File: src/logic/watchdog_pkg.sv
// shared constants of the watchdog and software-reset controller
package watchdog_pkg;
    // ------------------------------------------------------------
    // register map (apb byte addresses; control register at 0xa7 is an index)
    // ------------------------------------------------------------
    localparam logic [7:0]  CTRL_INDEX      = 8'ha7;
    localparam logic [11:0] CTRL_ADDR       = 12'h29c;
    localparam logic [11:0] SEQ_ADDR        = 12'h2a0;
    localparam logic [11:0] IRQ_STAT_ADDR   = 12'h2a4;
    localparam logic [11:0] IRQ_CLR_ADDR    = 12'h2a8;
    localparam logic [11:0] IRQ_EN_ADDR     = 12'h2ac;
    localparam logic [11:0] CTRL_IN_ADDR    = 12'h2b0;
    localparam logic [11:0] CTRL_OUT_ADDR   = 12'h2b4;
    localparam logic [11:0] COUNT_ADDR      = 12'h2b8;
    localparam int          ADDR_W          = 12;

    // ------------------------------------------------------------
    // control register fields
    // ------------------------------------------------------------
    localparam int          EN_BIT          = 0;
    localparam int          OVF_BIT         = 1;
    localparam int          SWR_BIT         = 2;
    localparam int          IDLE_BIT        = 4;
    localparam int          PS_LSB          = 5;
    localparam int          PS_MSB          = 7;
    localparam logic [7:0]  CTRL_RESET      = 8'h00;
    // writable by software: period select, idle freeze, the two flags (0 clears)
    localparam logic [7:0]  CTRL_WMASK      = 8'hf6;

    // ------------------------------------------------------------
    // sequence bytes
    // ------------------------------------------------------------
    localparam logic [7:0]  FEED_FIRST      = 8'h1e;
    localparam logic [7:0]  FEED_SECOND     = 8'he1;
    localparam logic [7:0]  SWR_FIRST       = 8'h5a;
    localparam logic [7:0]  SWR_SECOND      = 8'ha5;

    // ------------------------------------------------------------
    // timing
    // ------------------------------------------------------------
    localparam int          BASE_EXP        = 14;
    localparam int          CNT_W           = 22;
    localparam int          RST_PULSE_NS    = 200;
    localparam int          CLK_MHZ         = 20;
    localparam int          RST_PULSE_CYC   = (RST_PULSE_NS * CLK_MHZ) / 1000;
    localparam logic [3:0]  RST_PULSE_LEN   = 4'(RST_PULSE_CYC);

    // interrupt status bits
    localparam int          IRQ_W           = 3;
    localparam int          IRQ_TIMEOUT     = 0;
    localparam int          IRQ_SWRESET     = 1;
    localparam int          IRQ_BADSEQ      = 2;

    typedef enum logic [1:0] {
        SEQ_IDLE = 2'b01,
        SEQ_HALF = 2'b10
    } seq_state_t;
endpackage

File: src/logic/seq_if.sv
// carrier between the sequence checker and the controller top
`timescale 1ns/1ps
interface seq_if;
    logic       wr;
    logic [7:0] data;
    logic       other_wr;
    logic       feed;
    logic       soft_rst;
    logic       bad_seq;
    logic       pending;
    modport checker_side (input wr, data, other_wr, output feed, soft_rst, bad_seq, pending);
    modport ctrl_side    (output wr, data, other_wr, input feed, soft_rst, bad_seq, pending);
endinterface

File: src/logic/watchdog_soft_reset_ctrl.sv
// watchdog and software-reset controller with apb register access
`timescale 1ns/1ps
// How it works
// bytes 5a then a5 on the sequence port issue a software reset
// software reset works whether or not the counter runs
// a good software reset sets the soft reset flag until software clears it
// any other sequence resets at once and sets both flags
// bytes 1e then e1 enable the watchdog counter
// software feeds with 1e then e1 before time-out; feeding restarts the count
// control bit 0 reads 1 while the counter is enabled
// period select in bits 7..5: 16k cycles at zero, 2048k at all ones
// idle freeze bit 4 holds the count while idle, else it keeps counting
// each select step doubles the period: 2^(select+14) cycles
// time-out without feeding emits an internal reset pulse
// system reset disables the watchdog; it never runs in power-down
// a register write between sequence bytes breaks the sequence
// time-out sets the overflow flag; flags survive and clear only by writing 0 or by system reset
// internal state tracks the first byte so the second can be checked
module watchdog_soft_reset_ctrl (
    input  wire logic        core_clk,
    input  wire logic        reset,
    input  wire logic        psel,
    input  wire logic        penable,
    input  wire logic        pwrite,
    input  wire logic [11:0] paddr,
    input  wire logic [31:0] pwdata,
    output logic             pready,
    output logic [31:0]      prdata,
    output logic             pslverr,
    input  wire logic        idle_mode,
    input  wire logic        power_down,
    output logic             cpu_reset_pulse,
    output logic             irq
);
    // ------------------------------------------------------------
    // mode pins from outside the clock domain
    // ------------------------------------------------------------
    logic [1:0] idle_sync_q;
    logic [1:0] idle_sync_d;
    logic [1:0] pd_sync_q;
    logic [1:0] pd_sync_d;

    // two stages each; only the second stage feeds the counter logic
    always_comb begin
        idle_sync_d = {idle_sync_q[0], idle_mode};
        pd_sync_d   = {pd_sync_q[0], power_down};
    end

    always_ff @(posedge core_clk or posedge reset) begin
        if (reset) begin
            idle_sync_q <= 2'b00;
            pd_sync_q   <= 2'b00;
        end else begin
            idle_sync_q <= idle_sync_d;
            pd_sync_q   <= pd_sync_d;
        end
    end

    // ------------------------------------------------------------
    // apb decode
    // ------------------------------------------------------------
    logic access;
    logic wr_en;
    logic rd_en;
    logic hit;
    logic wr_seq;
    logic wr_ctrl;
    logic wr_clr;
    logic wr_ien;

    assign access  = psel & penable & pready;
    assign wr_en   = access & pwrite;
    assign rd_en   = access & ~pwrite;
    assign hit     = (paddr == watchdog_pkg::CTRL_ADDR)     ||
                     (paddr == watchdog_pkg::SEQ_ADDR)      ||
                     (paddr == watchdog_pkg::IRQ_STAT_ADDR) ||
                     (paddr == watchdog_pkg::IRQ_CLR_ADDR)  ||
                     (paddr == watchdog_pkg::IRQ_EN_ADDR)   ||
                     (paddr == watchdog_pkg::CTRL_IN_ADDR)  ||
                     (paddr == watchdog_pkg::CTRL_OUT_ADDR) ||
                     (paddr == watchdog_pkg::COUNT_ADDR);
    assign wr_seq  = wr_en & (paddr == watchdog_pkg::SEQ_ADDR);
    assign wr_ctrl = wr_en & (paddr == watchdog_pkg::CTRL_ADDR);
    assign wr_clr  = wr_en & (paddr == watchdog_pkg::IRQ_CLR_ADDR);
    assign wr_ien  = wr_en & (paddr == watchdog_pkg::IRQ_EN_ADDR);

    // ------------------------------------------------------------
    // sequence checker
    // ------------------------------------------------------------
    seq_if sq ();

    assign sq.wr       = wr_seq;
    assign sq.data     = pwdata[7:0];
    assign sq.other_wr = wr_en & ~wr_seq;

    seq_checker u_seq (
        .core_clk (core_clk),
        .reset    (reset),
        .sq       (sq)
    );

    // ------------------------------------------------------------
    // control register and counter
    // ------------------------------------------------------------
    logic [7:0]                    ctrl_q;
    logic [7:0]                    ctrl_d;
    logic [watchdog_pkg::CNT_W-1:0] count_q;
    logic [watchdog_pkg::CNT_W-1:0] count_d;
    logic [watchdog_pkg::CNT_W-1:0] limit;
    logic [2:0]                    sel;
    logic [4:0]                    period_exp;
    logic                          running;
    logic                          timeout;
    logic                          fire;

    assign sel     = ctrl_q[watchdog_pkg::PS_MSB:watchdog_pkg::PS_LSB];
    // period is 2^(sel+14); terminal count is one less. the exponent is five bits
    // wide because sel plus 14 does not fit in the three bits of sel
    assign period_exp = 5'(sel) + 5'(watchdog_pkg::BASE_EXP);
    assign limit   = watchdog_pkg::CNT_W'(({{(watchdog_pkg::CNT_W-1){1'b0}}, 1'b1}
                     << period_exp) - 1'b1);
    // frozen in power-down, and in idle only when asked to
    assign running = ctrl_q[watchdog_pkg::EN_BIT] & ~pd_sync_q[1] &
                     ~(idle_sync_q[1] & ctrl_q[watchdog_pkg::IDLE_BIT]);
    assign timeout = running & (count_q == limit) & ~sq.feed;
    assign fire    = timeout | sq.soft_rst | sq.bad_seq;

    always_comb begin
        ctrl_d  = ctrl_q;
        count_d = count_q;
        if (wr_ctrl) begin
            // flags are write-zero-to-clear only; a one written leaves them
            ctrl_d[watchdog_pkg::PS_MSB:watchdog_pkg::PS_LSB] =
                pwdata[watchdog_pkg::PS_MSB:watchdog_pkg::PS_LSB];
            ctrl_d[watchdog_pkg::IDLE_BIT] = pwdata[watchdog_pkg::IDLE_BIT];
            ctrl_d[watchdog_pkg::SWR_BIT]  = ctrl_q[watchdog_pkg::SWR_BIT] &
                                             pwdata[watchdog_pkg::SWR_BIT];
            ctrl_d[watchdog_pkg::OVF_BIT]  = ctrl_q[watchdog_pkg::OVF_BIT] &
                                             pwdata[watchdog_pkg::OVF_BIT];
        end
        if (running) begin
            count_d = count_q + 1'b1;
        end
        if (sq.feed) begin
            ctrl_d[watchdog_pkg::EN_BIT] = 1'b1;
            count_d = '0;
        end
        // a reset event disables the counter; set wins over a same-cycle clear
        if (fire) begin
            ctrl_d[watchdog_pkg::EN_BIT] = 1'b0;
            count_d = '0;
        end
        if (sq.soft_rst | sq.bad_seq) begin
            ctrl_d[watchdog_pkg::SWR_BIT] = 1'b1;
        end
        if (sq.bad_seq | timeout) begin
            ctrl_d[watchdog_pkg::OVF_BIT] = 1'b1;
        end
    end

    always_ff @(posedge core_clk or posedge reset) begin
        if (reset) begin
            ctrl_q  <= watchdog_pkg::CTRL_RESET;
            count_q <= '0;
        end else begin
            ctrl_q  <= ctrl_d;
            count_q <= count_d;
        end
    end

    // ------------------------------------------------------------
    // internal reset pulse
    // ------------------------------------------------------------
    logic [3:0] pulse_q;
    logic [3:0] pulse_d;
    logic       cpu_reset_pulse_d;

    always_comb begin
        pulse_d = pulse_q;
        if (fire) begin
            pulse_d = watchdog_pkg::RST_PULSE_LEN;
        end else if (pulse_q != 4'h0) begin
            pulse_d = pulse_q - 4'h1;
        end
        cpu_reset_pulse_d = (pulse_d != 4'h0);
    end

    always_ff @(posedge core_clk or posedge reset) begin
        if (reset) begin
            pulse_q         <= 4'h0;
            cpu_reset_pulse <= 1'b0;
        end else begin
            pulse_q         <= pulse_d;
            cpu_reset_pulse <= cpu_reset_pulse_d;
        end
    end

    // ------------------------------------------------------------
    // interrupt status, enable and clear
    // ------------------------------------------------------------
    logic [watchdog_pkg::IRQ_W-1:0] stat_q;
    logic [watchdog_pkg::IRQ_W-1:0] stat_d;
    logic [watchdog_pkg::IRQ_W-1:0] ien_q;
    logic [watchdog_pkg::IRQ_W-1:0] ien_d;
    logic [watchdog_pkg::IRQ_W-1:0] events;
    logic                           irq_d;

    assign events = {sq.bad_seq, sq.soft_rst, timeout};

    always_comb begin
        stat_d = stat_q;
        ien_d  = ien_q;
        if (wr_clr) begin
            stat_d = stat_q & ~pwdata[watchdog_pkg::IRQ_W-1:0];
        end
        if (wr_ien) begin
            ien_d = pwdata[watchdog_pkg::IRQ_W-1:0];
        end
        // an event in the cycle of its clear keeps the bit set
        stat_d = stat_d | events;
        irq_d  = |(stat_d & ien_d);
    end

    always_ff @(posedge core_clk or posedge reset) begin
        if (reset) begin
            stat_q <= '0;
            ien_q  <= '0;
            irq    <= 1'b0;
        end else begin
            stat_q <= stat_d;
            ien_q  <= ien_d;
            irq    <= irq_d;
        end
    end

    // ------------------------------------------------------------
    // apb answer: no wait state, reads registered
    // ------------------------------------------------------------
    logic [31:0] rdata_d;
    logic [31:0] prdata_d;
    logic        pready_d;
    logic        pslverr_d;

    always_comb begin
        rdata_d = 32'h0000_0000;
        case (paddr)
            watchdog_pkg::CTRL_ADDR:     rdata_d = {24'h000000, ctrl_q};
            watchdog_pkg::IRQ_STAT_ADDR: rdata_d = {29'h0, stat_q};
            watchdog_pkg::IRQ_EN_ADDR:   rdata_d = {29'h0, ien_q};
            watchdog_pkg::COUNT_ADDR:    rdata_d = {10'h000, count_q};
            default:                     rdata_d = 32'h0000_0000;
        endcase
    end

    // the answer is prepared in the setup cycle so that it stands in the access cycle;
    // read data is held between reads
    always_comb begin
        pready_d  = psel & ~penable;
        pslverr_d = psel & ~penable & ~hit;
        prdata_d  = prdata;
        if (psel & ~penable & ~pwrite) begin
            prdata_d = rdata_d;
        end
    end

    always_ff @(posedge core_clk or posedge reset) begin
        if (reset) begin
            pready  <= 1'b0;
            prdata  <= 32'h0000_0000;
            pslverr <= 1'b0;
        end else begin
            pready  <= pready_d;
            pslverr <= pslverr_d;
            prdata  <= prdata_d;
        end
    end

    logic unused_rd;
    assign unused_rd = rd_en;
endmodule

File: src/logic/seq_checker.sv
// two-byte sequence checker for the watchdog sequence port
`timescale 1ns/1ps
module seq_checker (
    input  wire logic      core_clk,
    input  wire logic      reset,
    seq_if.checker_side    sq
);
    watchdog_pkg::seq_state_t state_q;
    watchdog_pkg::seq_state_t state_d;
    logic [7:0]               first_q;
    logic [7:0]               first_d;

    always_comb begin
        state_d     = state_q;
        first_d     = first_q;
        sq.feed     = 1'b0;
        sq.soft_rst = 1'b0;
        sq.bad_seq  = 1'b0;
        case (state_q)
            watchdog_pkg::SEQ_IDLE: begin
                if (sq.wr) begin
                    // remember the opening byte to check its partner
                    if (sq.data == watchdog_pkg::FEED_FIRST ||
                        sq.data == watchdog_pkg::SWR_FIRST) begin
                        state_d = watchdog_pkg::SEQ_HALF;
                        first_d = sq.data;
                    end else begin
                        sq.bad_seq = 1'b1;
                    end
                end
            end
            watchdog_pkg::SEQ_HALF: begin
                if (sq.other_wr) begin
                    // any other register write breaks the sequence
                    sq.bad_seq = 1'b1;
                    state_d    = watchdog_pkg::SEQ_IDLE;
                end else if (sq.wr) begin
                    state_d = watchdog_pkg::SEQ_IDLE;
                    if (first_q == watchdog_pkg::FEED_FIRST &&
                        sq.data == watchdog_pkg::FEED_SECOND) begin
                        sq.feed = 1'b1;
                    end else if (first_q == watchdog_pkg::SWR_FIRST &&
                                 sq.data == watchdog_pkg::SWR_SECOND) begin
                        sq.soft_rst = 1'b1;
                    end else begin
                        sq.bad_seq = 1'b1;
                    end
                end
            end
            default: begin
                state_d = watchdog_pkg::SEQ_IDLE;
            end
        endcase
    end

    assign sq.pending = (state_q == watchdog_pkg::SEQ_HALF);

    always_ff @(posedge core_clk or posedge reset) begin
        if (reset) begin
            state_q <= watchdog_pkg::SEQ_IDLE;
            first_q <= 8'h00;
        end else begin
            state_q <= state_d;
            first_q <= first_d;
        end
    end
endmodule

File: config.mk
export PLATFORM = sky130hd
export DESIGN_NAME = watchdog_soft_reset_ctrl
export DESIGN_NICKNAME = d
export VERILOG_FILES = /design/src/logic/watchdog_pkg.sv /design/src/logic/seq_if.sv /design/src/logic/watchdog_soft_reset_ctrl.sv /design/src/logic/seq_checker.sv
export SDC_FILE = /design/constraint.sdc
export NUM_CORES = 1
export LEC_CHECK = 0
export CORE_MARGIN = 2
export CORE_UTILIZATION = 55
export DETAILED_ROUTE_END_ITERATION = 7
export DONT_BUFFER_PORTS = 1
export HOLD_SLACK_MARGIN = 0.12
export PLACE_DENSITY = 0.67
export SETUP_SLACK_MARGIN = 0.15
export SYNTH_ARGS = -nofsm -noshare
export SYNTH_HDL_FRONTEND = slang
export SYNTH_HIERARCHICAL = 1
export SYNTH_SLANG_ARGS = --single-unit
File: constraint.sdc
create_clock -name core_clk -period 3.1 [get_ports core_clk]
set_input_delay 0.465 -clock core_clk [delete_from_list [all_inputs] [get_ports core_clk]]
set_output_delay 0.465 -clock core_clk [all_outputs]
set_load 0.1 [all_outputs]
# After elaboration in Yosys (flattened, before gate mapping)
# Index checks and enable logic that the tools add are counted.
# Widths: inputs -> output; s select.
[word_totals] regBits=89 latch_bits=0 ram_bits=0 rom_bits=0 inputBits=51 output_inout_bits=36 wordCells=128 mem_count=0
[op_classes] add_sub_neg=4 mul=0 n_div=0 n_lt_le_gt_ge=0 n_eq_ne=20 shifts=1 n_mux=34 bitwise=33 n_reduce_logical=19
[ops] cell="$eq 12x10->1 const B" n=8
[ops] cell="$pmux 22 s4" n=1
[ops] cell="$mux 22" n=3
[ops] cell="$add 22x1->22 const B" n=1
[ops] cell="$eq 22x22->1" n=1
[ops] cell="$shl 1x5->22 const A" n=1
[ops] cell="$sub 22x1->22 const B" n=1
[ops] cell="$mux 1" n=19
[ops] cell="$and 1x1->1" n=18
[ops] cell="$eq 8x5->1 const B" n=2
[ops] cell="$eq 8x7->1 const B" n=2
[ops] cell="$eq 8x8->1 const B" n=2
[ops] cell="$mux 2" n=5
[ops] cell="$logic_or 1x1->1" n=8
[ops] cell="$mux 4" n=2
[ops] cell="$reduce_bool 4->1" n=2
[ops] cell="$not 1->1" n=7
[ops] cell="$and 3x3->3" n=2
[ops] cell="$mux 3" n=2
[ops] cell="$reduce_and 3->1" n=2
[ops] cell="$reduce_bool 2->1" n=3
[ops] cell="$add 3x4->5 const B" n=1
[ops] cell="$or 1x1->1" n=4
[ops] cell="$pmux 2 s2" n=1
[ops] cell="other kinds (12)" n=13

# Longest topological paths before layout
# Gate-level depths: netlist (run 1).
[logic_depth] word_depth=14 ltp_mapped=13 depth_no_buf=11

# Modules after synthesis
# Netlist (run 1), hierarchy kept.
[modules_own_cells] mod="watchdog_soft_reset_ctrl" instances=1 cells_per_inst=393 area_each_um2=3856.2 seq_area_each_um2=1726.7
[modules_own_cells] mod="seq_checker" instances=1 cells_per_inst=51 area_each_um2=565.5 seq_area_each_um2=251.5

# Least setup slack after synthesis (run 1)
# OpenSTA, ideal clock, no wires.
[synth_path] path_kind="register to register" start="register pready" end="register ctrl_q[1]" setup_ps=132 arrival_ps=2889 required_time_ps=2968 path_slack_ps=79 path_stages_with_launch=11 n_path_buf=1 synth_period_minus_slack_ps=3021 cell_sequence="dfrtp_1 > nand4_1 > nor4_1 > nand2_1 > nor4_1 > nor3b_1 > and3_1 > nand4_2 > nor3_2 > buf_6 > or3b_1"
[synth_between] elab_chain_cells=11 word_cells_on_any_way=18 classes_between="8 x mux; 9 x bitwise; 1 x reduce/logical"
[synth_rtl] item="from (decl)" line_no="watchdog_soft_reset_ctrl.sv:27" text="output logic pready,"
[synth_rtl] item="from (signal assigned)" line_no="watchdog_soft_reset_ctrl.sv:272" text="pready <= pready_d;"
[synth_rtl] item="$and 1x1->1 *" line_no="watchdog_soft_reset_ctrl.sv:71" text="assign access = psel & penable & pready;"
[synth_rtl] item="$and 1x1->1 *" line_no="watchdog_soft_reset_ctrl.sv:72" text="assign wr_en = access & pwrite;"
[synth_rtl] item="$and 1x1->1 *" line_no="watchdog_soft_reset_ctrl.sv:82" text="assign wr_seq = wr_en & (paddr == watchdog_pkg::SEQ_ADDR);"
[synth_rtl] item="net sq.wr" line_no="seq_if.sv:4" text="logic wr;"
[synth_rtl] item="$not 1->1" line_no="watchdog_soft_reset_ctrl.sv:94" text="assign sq.other_wr = wr_en & ~wr_seq;"
[synth_rtl] item="$and 1x1->1" line_no="watchdog_soft_reset_ctrl.sv:94"
[synth_rtl] item="$mux 1 *" line_no="seq_checker.sv:33" text="if (sq.other_wr) begin"
[synth_rtl] item="$mux 1 *" line_no="seq_checker.sv:19" text="case (state_q)"
[synth_rtl] item="net sq.feed" line_no="seq_if.sv:7" text="logic feed;"
[synth_rtl] item="$not 1->1 *" line_no="watchdog_soft_reset_ctrl.sv:125" text="assign timeout = running & (count_q == limit) & ~sq.feed;"
[synth_rtl] item="$and 1x1->1 *" line_no="watchdog_soft_reset_ctrl.sv:125"
[synth_rtl] item="$or 1x1->1 *" line_no="watchdog_soft_reset_ctrl.sv:156" text="if (sq.bad_seq | timeout) begin"
[synth_rtl] item="$mux 1 / $reduce_bool 2->1 (equally long branches)"
[synth_rtl] item="to (signal assigned)" line_no="watchdog_soft_reset_ctrl.sv:163" text="ctrl_q <= watchdog_pkg::CTRL_RESET;"
[synth_rtl] item="to (signal assigned)" line_no="watchdog_soft_reset_ctrl.sv:166" text="ctrl_q <= ctrl_d;"
[synth_rtl] item="to (decl)" line_no="watchdog_soft_reset_ctrl.sv:105" text="logic [7:0] ctrl_q;"
# The timed path passes the listed nets; every way through them passes the cells marked *.
# A chain may end at the register's enable or synchronous reset.

# Final worst setup path (run 1)
[layout_path] start="register ctrl_q[7]" end="register count_q[20] (netlist name)"
[layout_between] elab_chain_cells=9 word_cells_on_any_way=10 classes_between="2 x add/sub; 1 x eq/ne; 1 x shift; 1 x mux; 4 x bitwise; 1 x reduce/logical"
[layout_rtl] item="$add 3x4->5 *" line_no="watchdog_soft_reset_ctrl.sv:119" text="assign period_exp = 5'(sel) + 5'(watchdog_pkg::BASE_EXP);"
[layout_rtl] item="$shl 1x5->22 *" line_no="watchdog_soft_reset_ctrl.sv:120" text="assign limit = watchdog_pkg::CNT_W'(({{(watchdog_pkg::CNT_W-1){1'b0}}, 1'b1}"
[layout_rtl] item="$sub 22x1->22 *" line_no="watchdog_soft_reset_ctrl.sv:121" text="<< period_exp) - 1'b1);"
[layout_rtl] item="$eq 22x22->1 *" line_no="watchdog_soft_reset_ctrl.sv:125"
[layout_rtl] item="$and 1x1->1 * (2 in series)" line_no="watchdog_soft_reset_ctrl.sv:125"
[layout_rtl] item="$or 1x1->1 * (2 in series)" line_no="watchdog_soft_reset_ctrl.sv:126" text="assign fire = timeout | sq.soft_rst | sq.bad_seq;"
[layout_rtl] item="$reduce_bool 3->1 (no source line) / $mux 22 (equally long branches)"
[layout_rtl] item="to (signal assigned)" line_no="watchdog_soft_reset_ctrl.sv:167" text="count_q <= count_d;"
[layout_rtl] item="to (decl)" line_no="watchdog_soft_reset_ctrl.sv:107" text="logic [watchdog_pkg::CNT_W-1:0] count_q;"
# Every way passes the cells marked *; elsewhere a longest branch is shown, timed or not.

==> flow_summary.yaml, run 1 <==
global_route:
  grtUsageTotal: 0.222
  grt_pass1_vias: 3152
  grt_pass1_wl_um: 15200
  grt_max_degree: 70
  overflow: 0
  antenna_found_initial: 0
worst_setup_path:
  cp-start-kind: "flip-flop"
  worstPathRequired_ns: 3.34
  critPathKind: "flip-flop to flip-flop"
  rr_endpoint: "count_q[20]"
  r2r_cells: 11
  worst-path-max-fanout: 10
  cp-startpoint: "ctrl_q[7]"
  crit_arrival_ns: 2.98
  crit_path_end: "count_q[20]"
  ff2ff_setup_slack_ns: 0.36
  r2r-start: "ctrl_q[7]"
  setup.worst_path.end_class: "flip-flop"
sta:
  report.final.slew_viol_count: 0
  finClkSkew_ns: 0.00907
  grt_setup_unrepaired: "no"
  min_period_ns: 2.74
  hold_viol_final: 0
  fin_setup_tns_ns: 0
  maxSlewHeadroom: 0.353
  fin_crit_sh: 0.885
  finalSetupViolations: 0
  worst_pin_slew_ns: 0.968
  max_freq_ghz: 0.364
  hold_ws_ns: 0.205
clocking:
  clkLatencyLatePin_ns: 0.35
  cts_buffers: 9
  cts_buffer_depth: 2
  clkTransAtPathRegs_ns: 0.08
  cts_tree: "built"
  cts-root-buf: "clkbuf_8"
  post_cts_buffers: 0
  cts.htree.levels: 3
  clock-sinks: 79
yosys:
  yosysWarnings: 6
  synth.avg_cell_area_sq_um: 9.96
  yosysUniqueCellTypes: 74
  synth_top_area_frac: 0.441
  synthArstFlopShare: 1.00
  yosysSeqAreaShare: 0.447
  synth_top_area_cell: "dfrtp_1"
  synth_edf_count: 0
  yosys-top-cells-area: "dfrtp_1 44%, nor3_2 5.0%, nand2_1 4.8%, nand3_1 3.2%, xor2_1 2.6%"
  synth-seq-cells: 79
  synth-main-ff-cell: "dfrtp_1"
  syn_area_sq_um: 4420
  syn_inst: 444
pwr:
  cell_internal_pwr_uw: 1630
  seqPwrFrac: 0.499
  powerDensity_nw_per_um2: 472
  comb_power_share: 0.119
  p_clk_frac: 0.382
  p_sw_frac: 0.271
  power_switching_uw: 605
  total_leakage_power_uw: 0.00210
  ir_drop_uv: 402
finish:
  layout.nets: 504
  multi_input_area_sq_um: 2180
  area_delta_synth_final_pct: 7.05
  n_fill_cell: 683
  antenna_cells: 0
  drive_gt1_frac: 0.170
  mostFrequentLayoutCells: "77 x dfrtp_1, 56 x nand2_1, 28 x nand3_1, 21 x nor3_2, 18 x nor2_1"
  seqCellArea_sq_um: 1980
  layout_commonest_cell: "dfrtp_1"
flow_run:
  maxCapViolations: 0
floorplan:
  core-area_sq_um: 7770
  die_area_sq_um: 8770
  die_y_um: 93.7
  ioPinCount: 87
  start_util: 0.569
  rows: 32
  die_w_um: 93.7
routing:
  wirelength_um: 9030
  drc_errors: 0
  viasPerCell: 5.80
  wire_per_inst_um: 16.3
  dr_total_vias: 3212
  postRouteAntennaNets: 0
  drtIter0Drc: 172
  first_pass_iters: 5
min_path:
  min_path_type: "input port to flip-flop"
placement:
  hpwl_um: 6480
  numPortBuffers: 0
  place.gp.congestion: 0.868
status:
  status: "finished, final reports clean"
[cells in the mapped netlist, types with 3 or more instances]
cell,instances
clkbuf_1,12
mux2i_1,5
nor3b_1,4
mux2_2,5
and3_1,4
a31oi_1,4
xnor2_1,12
a21oi_1,6
nor2b_1,9
buf_6,4
nand4_1,6
dfrtp_1,78
or3_1,3
a22o_1,3
nor4_1,3
o2111ai_1,3
xor2_1,13
nor4bb_1,4
a22oi_1,7
nand2_1,56
nand3_1,28
o21ai_0,17
inv_1,14
buf_4,12
and3b_1,3
and4_1,7
buf_2,5
ha_1,6
nor3_1,10
nand2b_1,8
nor2_1,18
nor3_2,22
and2_1,5
[metal layers]
layer / share of wire / track usage
met1: 0.49 / 0.320
met3: 0.045 / 0.0409
met4: 0.015 / 0.0773
met2: 0.45 / 0.338
met5: 0 / 0
[flip-flops by register name, summed over array words and instances (netlist names)]
register         count
count_q             22
cpu_reset_pulse      1
ctrl_q               7
idle_sync_q          2
ien_q                3
irq                  1
pd_sync_q            2
prdata              22
pready               1
pslverr              1
pulse_q              4
stat_q               3
u_seq/first_q        8
u_seq/state_q        2
[power groups by stage]
stage | combinational [uW] | sequential, uW | clock, uW
final | 265 | 1120 | 853
after global routing | 297 | 1120 | 920
after CTS | 267 | 1120 | 873
after detailed placement | 266 | 1140 | 0
after global placement | 254 | 1140 | 0
after floorplan | 232 | 1140 | 0
[layout make-up]
type                            count  area share
Timing Repair Buffer               19      0.0344
Sequential cell                    79       0.418
Clock inverter                      5      0.0172
Tap cell                          102      0.0270
Clock buffer                       11      0.0299
Multi-Input combinational cell    323       0.462
Inverter                           15      0.0119
[how the worst min path moves through the flow]
stage | depth (start not counted) | slack, ns | to | startpoint
2_1_floorplan | 1 | 0.30 | u_seq/first_q[0] | reset
3_3_place_gp | 0 | 0.33 | pd_sync_q[1] | pd_sync_q[0]
3_5_place_dp | 1 | 0.34 | u_seq/first_q[1] | reset
4_1_cts | 0 | 0.13 | pd_sync_q[0] | power_down
5_1_grt | 1 | 0.18 | u_seq/first_q[6] | pwdata[2]
6_report | 1 | 0.21 | u_seq/first_q[6] | pwdata[2]
[logic make-up after synthesis]
group	share of synthesized area
buffers and inverters	0.0690
muxes	0.0300
adders and majority gates	0.0170
DFF	0.447
other	0.000848
xor gates and xnor gates	0.0495
and+or+nand+nor	0.292
AOI/OAI and AO/OA	0.0945
[critical path: stages (launching register included)]
cell and delay [ns]:
dfrtp_1 0.43, inv_1 0.07, ha_1 0.35, buf_4 0.21, nand2b_1 0.06, a211o_1 0.26
o311ai_2 0.09, o211ai_2 0.18, nor3_4 0.43, buf_4 0.26, buf_4 0.21, nor3_1 0.07
[through the flow]
stage | utilization | worst slack, ns | cells | power [uW] | cell area, sq um
floorplan | - | 0.243 | 453 | 1370 | 4460
global placement | 0.576 | 0.108 | 535 | 1390 | 4470
detailed placement | 0.576 | 0.0810 | 535 | 1400 | 4470
CTS | 0.606 | 0.349 | 552 | 2260 | 4710
global route | 0.609 | 0.168 | 554 | 2340 | 4730
finish | 0.609 | 0.355 | 554 | 2230 | 4730
[what timing repair did]
action,4_1_cts,5_1_grt
gates resized for setup,0,1
hold buffers,1,2
setup endpoints to repair,0,2
hold endpoints to repair,9,2
(Power assumes the default switching activity.)
==> inputs of run 2 (changes only) <==
- PLACE_DENSITY: 0.67 -> default
- PLACE_DENSITY_LB_ADDON: default -> 0.1
==> run 2 against run 1 <==
Highest routed layer unchanged. Sequential power about the same. Via count fell by 0.90%. Critical path type unchanged. Die area unchanged. Largest power group unchanged. Cell count decreased by 0.36%. Sequential share of layout area shrank 0.066 points. Worst setup slack improved by 0.070 ns. Routed wire length grew 2.0%. Global-route usage rose by 1.2 points. Power grew 3.4%. Clock skew decreased by 0.0013 ns.
==> flow_summary.yaml, run 2 (same netlist as run 1, synthesis figures left out) <==
pwr:
  total_leakage_power_uw: 0.00211
  powerDensity_nw_per_um2: 487
  power_switching_uw: 622
  seqPwrFrac: 0.484
  ir_drop_uv: 341
  comb_power_share: 0.114
  p_clk_frac: 0.402
  cell_internal_pwr_uw: 1690
  p_sw_frac: 0.269
sta:
  finalSetupViolations: 0
  hold_viol_final: 0
  worst_pin_slew_ns: 0.956
  report.final.slew_viol_count: 0
  min_period_ns: 2.68
  finClkSkew_ns: 0.00778
  fin_setup_tns_ns: 0
  maxSlewHeadroom: 0.360
  max_freq_ghz: 0.374
  grt_setup_unrepaired: "no"
  fin_crit_sh: 0.863
finish:
  fin_cells: 552
  layout_commonest_cell: "dfrtp_1"
  largestRegisters: "count_q: 22 flops, prdata: 22 flops, u_seq/first_q: 8 flops"
  mostFrequentLayoutCells: "77 x dfrtp_1, 56 x nand2_1, 28 x nand3_1, 21 x nor3_2, 18 x nor2_1"
  antenna_cells: 0
  drive_gt1_frac: 0.167
  layout.nets: 502
  area_delta_synth_final_pct: 7.22
worst_setup_path:
  rr_endpoint: "count_q[19]"
  worstPathRequired_ns: 3.35
  cp-startpoint: "ctrl_q[7]"
  cp-start-kind: "flip-flop"
  worst-path-max-fanout: 12
  setup.worst_path.end_class: "flip-flop"
  r2r_cells: 9
  critPathKind: "flip-flop to flip-flop"
  r2r-start: "ctrl_q[7]"
  ff2ff_setup_slack_ns: 0.42
  crit_arrival_ns: 2.92
clocking:
  clkTransAtPathRegs_ns: 0.09
  cts_tree: "built"
  cts_buffers: 9
  post_cts_buffers: 0
  clock-sinks: 79
  cts.htree.levels: 3
  cts_buffer_depth: 2
  cts-root-buf: "clkbuf_8"
  clkLatencyLatePin_ns: 0.36
routing:
  first_pass_iters: 5
  viasPerCell: 5.77
  wire_per_inst_um: 16.7
  drtIter0Drc: 191
  wirelength_um: 9210
  postRouteAntennaNets: 0
  dr_total_vias: 3183
  drc_errors: 0
global_route:
  antenna_found_initial: 0
  met3_usage: 0.0618
  top_usage_layer: "met2"
  grt_pass1_wl_um: 15800
  grtUsageTotal: 0.234
  grt_util_met2: 0.357
  overflow: 0
  use_met1: 0.331
  grt_pass1_vias: 3152
  grt_max_degree: 38
placement:
  numPortBuffers: 0
  hpwl_um: 6620
  dp_cells: 533
  place.gp.congestion: 0.846
floorplan:
  die_y_um: 93.7
  ioPinCount: 87
  core-area_sq_um: 7770
  die_area_sq_um: 8770
  die_w_um: 93.7
  start_util: 0.569
  rows: 32
status:
  status: "finished, final reports clean"
min_path:
  min_path_type: "input port to async pin"
flow_run:
  maxCapViolations: 0
run 2: metrics by stage:
step,power [uW],area [sq um],hold slack (ns),util,worst slack (ns)
floorplan,1370,4460,0.304,-,0.243
global placement,1390,4470,0.334,0.576,0.0913
detailed placement,1400,4470,0.336,0.576,0.0920
CTS,2330,4740,0.138,0.610,0.326
global route,2410,4740,0.163,0.610,0.238
finish,2310,4740,0.118,0.610,0.425
run 2: worst max-delay path, cell delays in order, from the launching register on:
cell and delay (ns):
dfrtp_1 0.42, inv_1 0.08, ha_2 0.33, o32a_1 0.38, o311ai_2 0.24, o211ai_2 0.17
nor3_4 0.41, buf_4 0.22, buf_4 0.22, nor3_1 0.07
run 2: per-layer routing:
layer | wire length [um] | part of all wire | up-vias
met3 | 419 | 0.045 | 7
met4 | 108 | 0.012 | 0
li1 | - | - | 1551
met2 | 4280 | 0.46 | 80
met1 | 4400 | 0.48 | 1545
met5 | 0 | 0 | -
run 2: area by class of cell:
cell class / count / area (sq um)
clock buffer: 10 / 128
clock inverter: 6 / 109
fill: 673 / 3030
inverter: 15 / 56.3
multi-input combinational: 323 / 2180
sequential: 79 / 1980
tap: 102 / 128
timing repair buffer: 17 / 160
run 2: how the worst max path moves through the flow:
| stage | endpoint |
|---|---|
| after floorplan | ctrl_q[1] |
| after global placement | cpu_reset_pulse |
| after detailed placement | cpu_reset_pulse |
| after CTS | count_q[19] |
| after global routing | count_q[8] |
| final | count_q[19] |
run 2: power by group through the flow:
stage / Clock (uW) / Sequential, uW / Combinational [uW]
after floorplan: 0 / 1140 / 232
after global placement: 0 / 1140 / 255
after detailed placement: 0 / 1140 / 266
after CTS: 946 / 1120 / 269
after global routing: 997 / 1120 / 295
final: 928 / 1120 / 264
run 2: timing repair:
item	in CTS	in global routing
hold buffers	3	0
endpoints found under the setup margin	0	8
hold endpoints to repair	11	0
resized for setup	0	1
==> inputs of run 3 (changes only) <==
- CTS_BUF_LIST: default -> sky130_fd_sc_hd__clkbuf_16
==> run 3 against run 2 <==
Worst setup slack worse by 0.029 ns. Clock power up 29%. Combinational power about the same. Routed wire length up 1.6%. First-iteration DRC count fell by 13%. Power is 12% higher. Utilization up 1.0 points. Count of clock-buffer cells in the layout decreased by 1. Flip-flop and latch count unchanged. Global-route usage rose by 0.16 points. Critical endpoint unchanged. Largest cell class unchanged.
==> flow_summary.yaml, run 3 (same netlist as run 1, synthesis figures left out) <==
finish:
  fin_cells: 550
  layout.nets: 500
  n_fill_cell: 665
  area_delta_synth_final_pct: 9.05
  mostFrequentLayoutCells: "77 x dfrtp_1, 56 x nand2_1, 28 x nand3_1, 21 x nor3_2, 18 x nor2_1"
  drive_gt1_frac: 0.167
  antenna_cells: 0
  multi_input_area_sq_um: 2180
  largestRegisters: "count_q: 22 flops, prdata: 22 flops, u_seq/first_q: 8 flops"
  layout_commonest_cell: "dfrtp_1"
  seqCellArea_sq_um: 1980
placement:
  numPortBuffers: 0
  place.gp.congestion: 0.846
  dp_cells: 533
  hpwl_um: 6620
global_route:
  overflow: 0
  grtUsageTotal: 0.236
  grt_pass1_wl_um: 16000
  antenna_found_initial: 0
  grt_pass1_vias: 3170
  grt_max_degree: 38
floorplan:
  die_w_um: 93.7
  core-area_sq_um: 7770
  start_util: 0.569
  ioPinCount: 87
  rows: 32
  die_y_um: 93.7
  die_area_sq_um: 8770
min_path:
  min_path_type: "input port to async pin"
sta:
  finalSetupViolations: 0
  finClkSkew_ns: 0.00652
  min_period_ns: 2.70
  report.final.slew_viol_count: 0
  max_freq_ghz: 0.370
  fin_setup_tns_ns: 0
  grt_setup_unrepaired: "no"
  maxSlewHeadroom: 0.359
  worst_pin_slew_ns: 0.958
  hold_viol_final: 0
  fin_crit_sh: 0.872
routing:
  drc_errors: 0
  wire_per_inst_um: 17.0
  first_pass_iters: 4
  dr_total_vias: 3186
  drtIter0Drc: 167
  postRouteAntennaNets: 0
  viasPerCell: 5.79
  wirelength_um: 9350
worst_setup_path:
  ff2ff_setup_slack_ns: 0.40
  setup.worst_path.end_class: "flip-flop"
  cp-start-kind: "flip-flop"
  rr_endpoint: "count_q[19]"
  crit_arrival_ns: 2.92
  crit_path_end: "count_q[19]"
  critPathKind: "flip-flop to flip-flop"
  r2r-start: "ctrl_q[7]"
  worst-path-max-fanout: 12
  cp-startpoint: "ctrl_q[7]"
  r2r_cells: 9
  worstPathRequired_ns: 3.31
clocking:
  clkLatencyLatePin_ns: 0.33
  cts.htree.levels: 3
  post_cts_buffers: 0
  clkTransAtPathRegs_ns: 0.06
  clock-sinks: 79
  cts_buffer_depth: 2
  cts_tree: "built"
  cts-root-buf: "clkbuf_16"
  cts_buffers: 9
flow_run:
  maxCapViolations: 0
pwr:
  total_leakage_power_uw: 0.00215
  ir_drop_uv: 408
  powerDensity_nw_per_um2: 536
status:
  status: "finished, final reports clean"
==> run 3: changes by cell type in the layout (fill, tap and decap cells not counted), sizes merged <==
cell | previous run | this run
clkbuf | 10 | 9
inv | 15 | 16
dlygate4sd3 | 3 | 1
==> run 3: how the worst min path moves through the flow <==
stage / slack, ns / to / start / depth (start not counted)
after floorplan: 0.30 / u_seq/first_q[0] / reset / 1
after global placement: 0.33 / idle_sync_q[1] / idle_sync_q[0] / 0
after detailed placement: 0.34 / pd_sync_q[1] / pd_sync_q[0] / 0
after CTS: 0.15 / pd_sync_q[0] / power_down / 0
after global routing: 0.14 / idle_sync_q[0] / idle_mode / 0
final: 0.15 / count_q[0] / reset / 1
==> run 3: metal layers <==
layer / GRT usage / vias to the layer above / part of all wire
met2: 0.366 / 83 / 0.47
met5: 0 / - / 0
met1: 0.334 / 1542 / 0.48
met3: 0.0474 / 7 / 0.045
li1: - / 1554 / -
met4: 0.0737 / 0 / 0.0099
==> run 3: cell type report <==
cell class,count,share of cell area
timing repair buffer,15,0.0291
clock inverter,7,0.0234
clock buffer,9,0.0467
multi-input combinational,323,0.452
sequential,79,0.410
inverter,15,0.0117
tap,102,0.0265
==> run 3: repair_timing <==
action | CTS | global route
resized for setup | 0 | 1
endpoints found under the setup margin | 0 | 3
hold buffers | 1 | 0
endpoints found under the hold margin | 9 | 0
==> run 3: metrics by stage <==
step	utilization	cell area [sq um]	hold WS (ns)	worst slack (ns)	total power, uW
final	0.621	4820	0.151	0.396	2580
after CTS	0.620	4820	0.153	0.325	2610
after global placement	0.576	4470	0.334	0.0913	1390
after global routing	0.621	4820	0.141	0.234	2690
after floorplan	-	4460	0.304	0.243	1370
after detailed placement	0.576	4470	0.336	0.0920	1400
==> run 3: critical path: stages (launching register included) <==
cell and delay (ns):
dfrtp_1 0.41, inv_1 0.08, ha_2 0.33, o32a_1 0.38
o311ai_2 0.24, o211ai_2 0.18, nor3_4 0.42, buf_4 0.23
buf_4 0.23, nor3_1 0.07
==> run 3: power breakdown <==
| group | switching, uW | internal [uW] |
|---|---|---|
| logic | 173 | 89.2 |
| clock network | 420 | 782 |
| registers | 54.4 | 1070 |
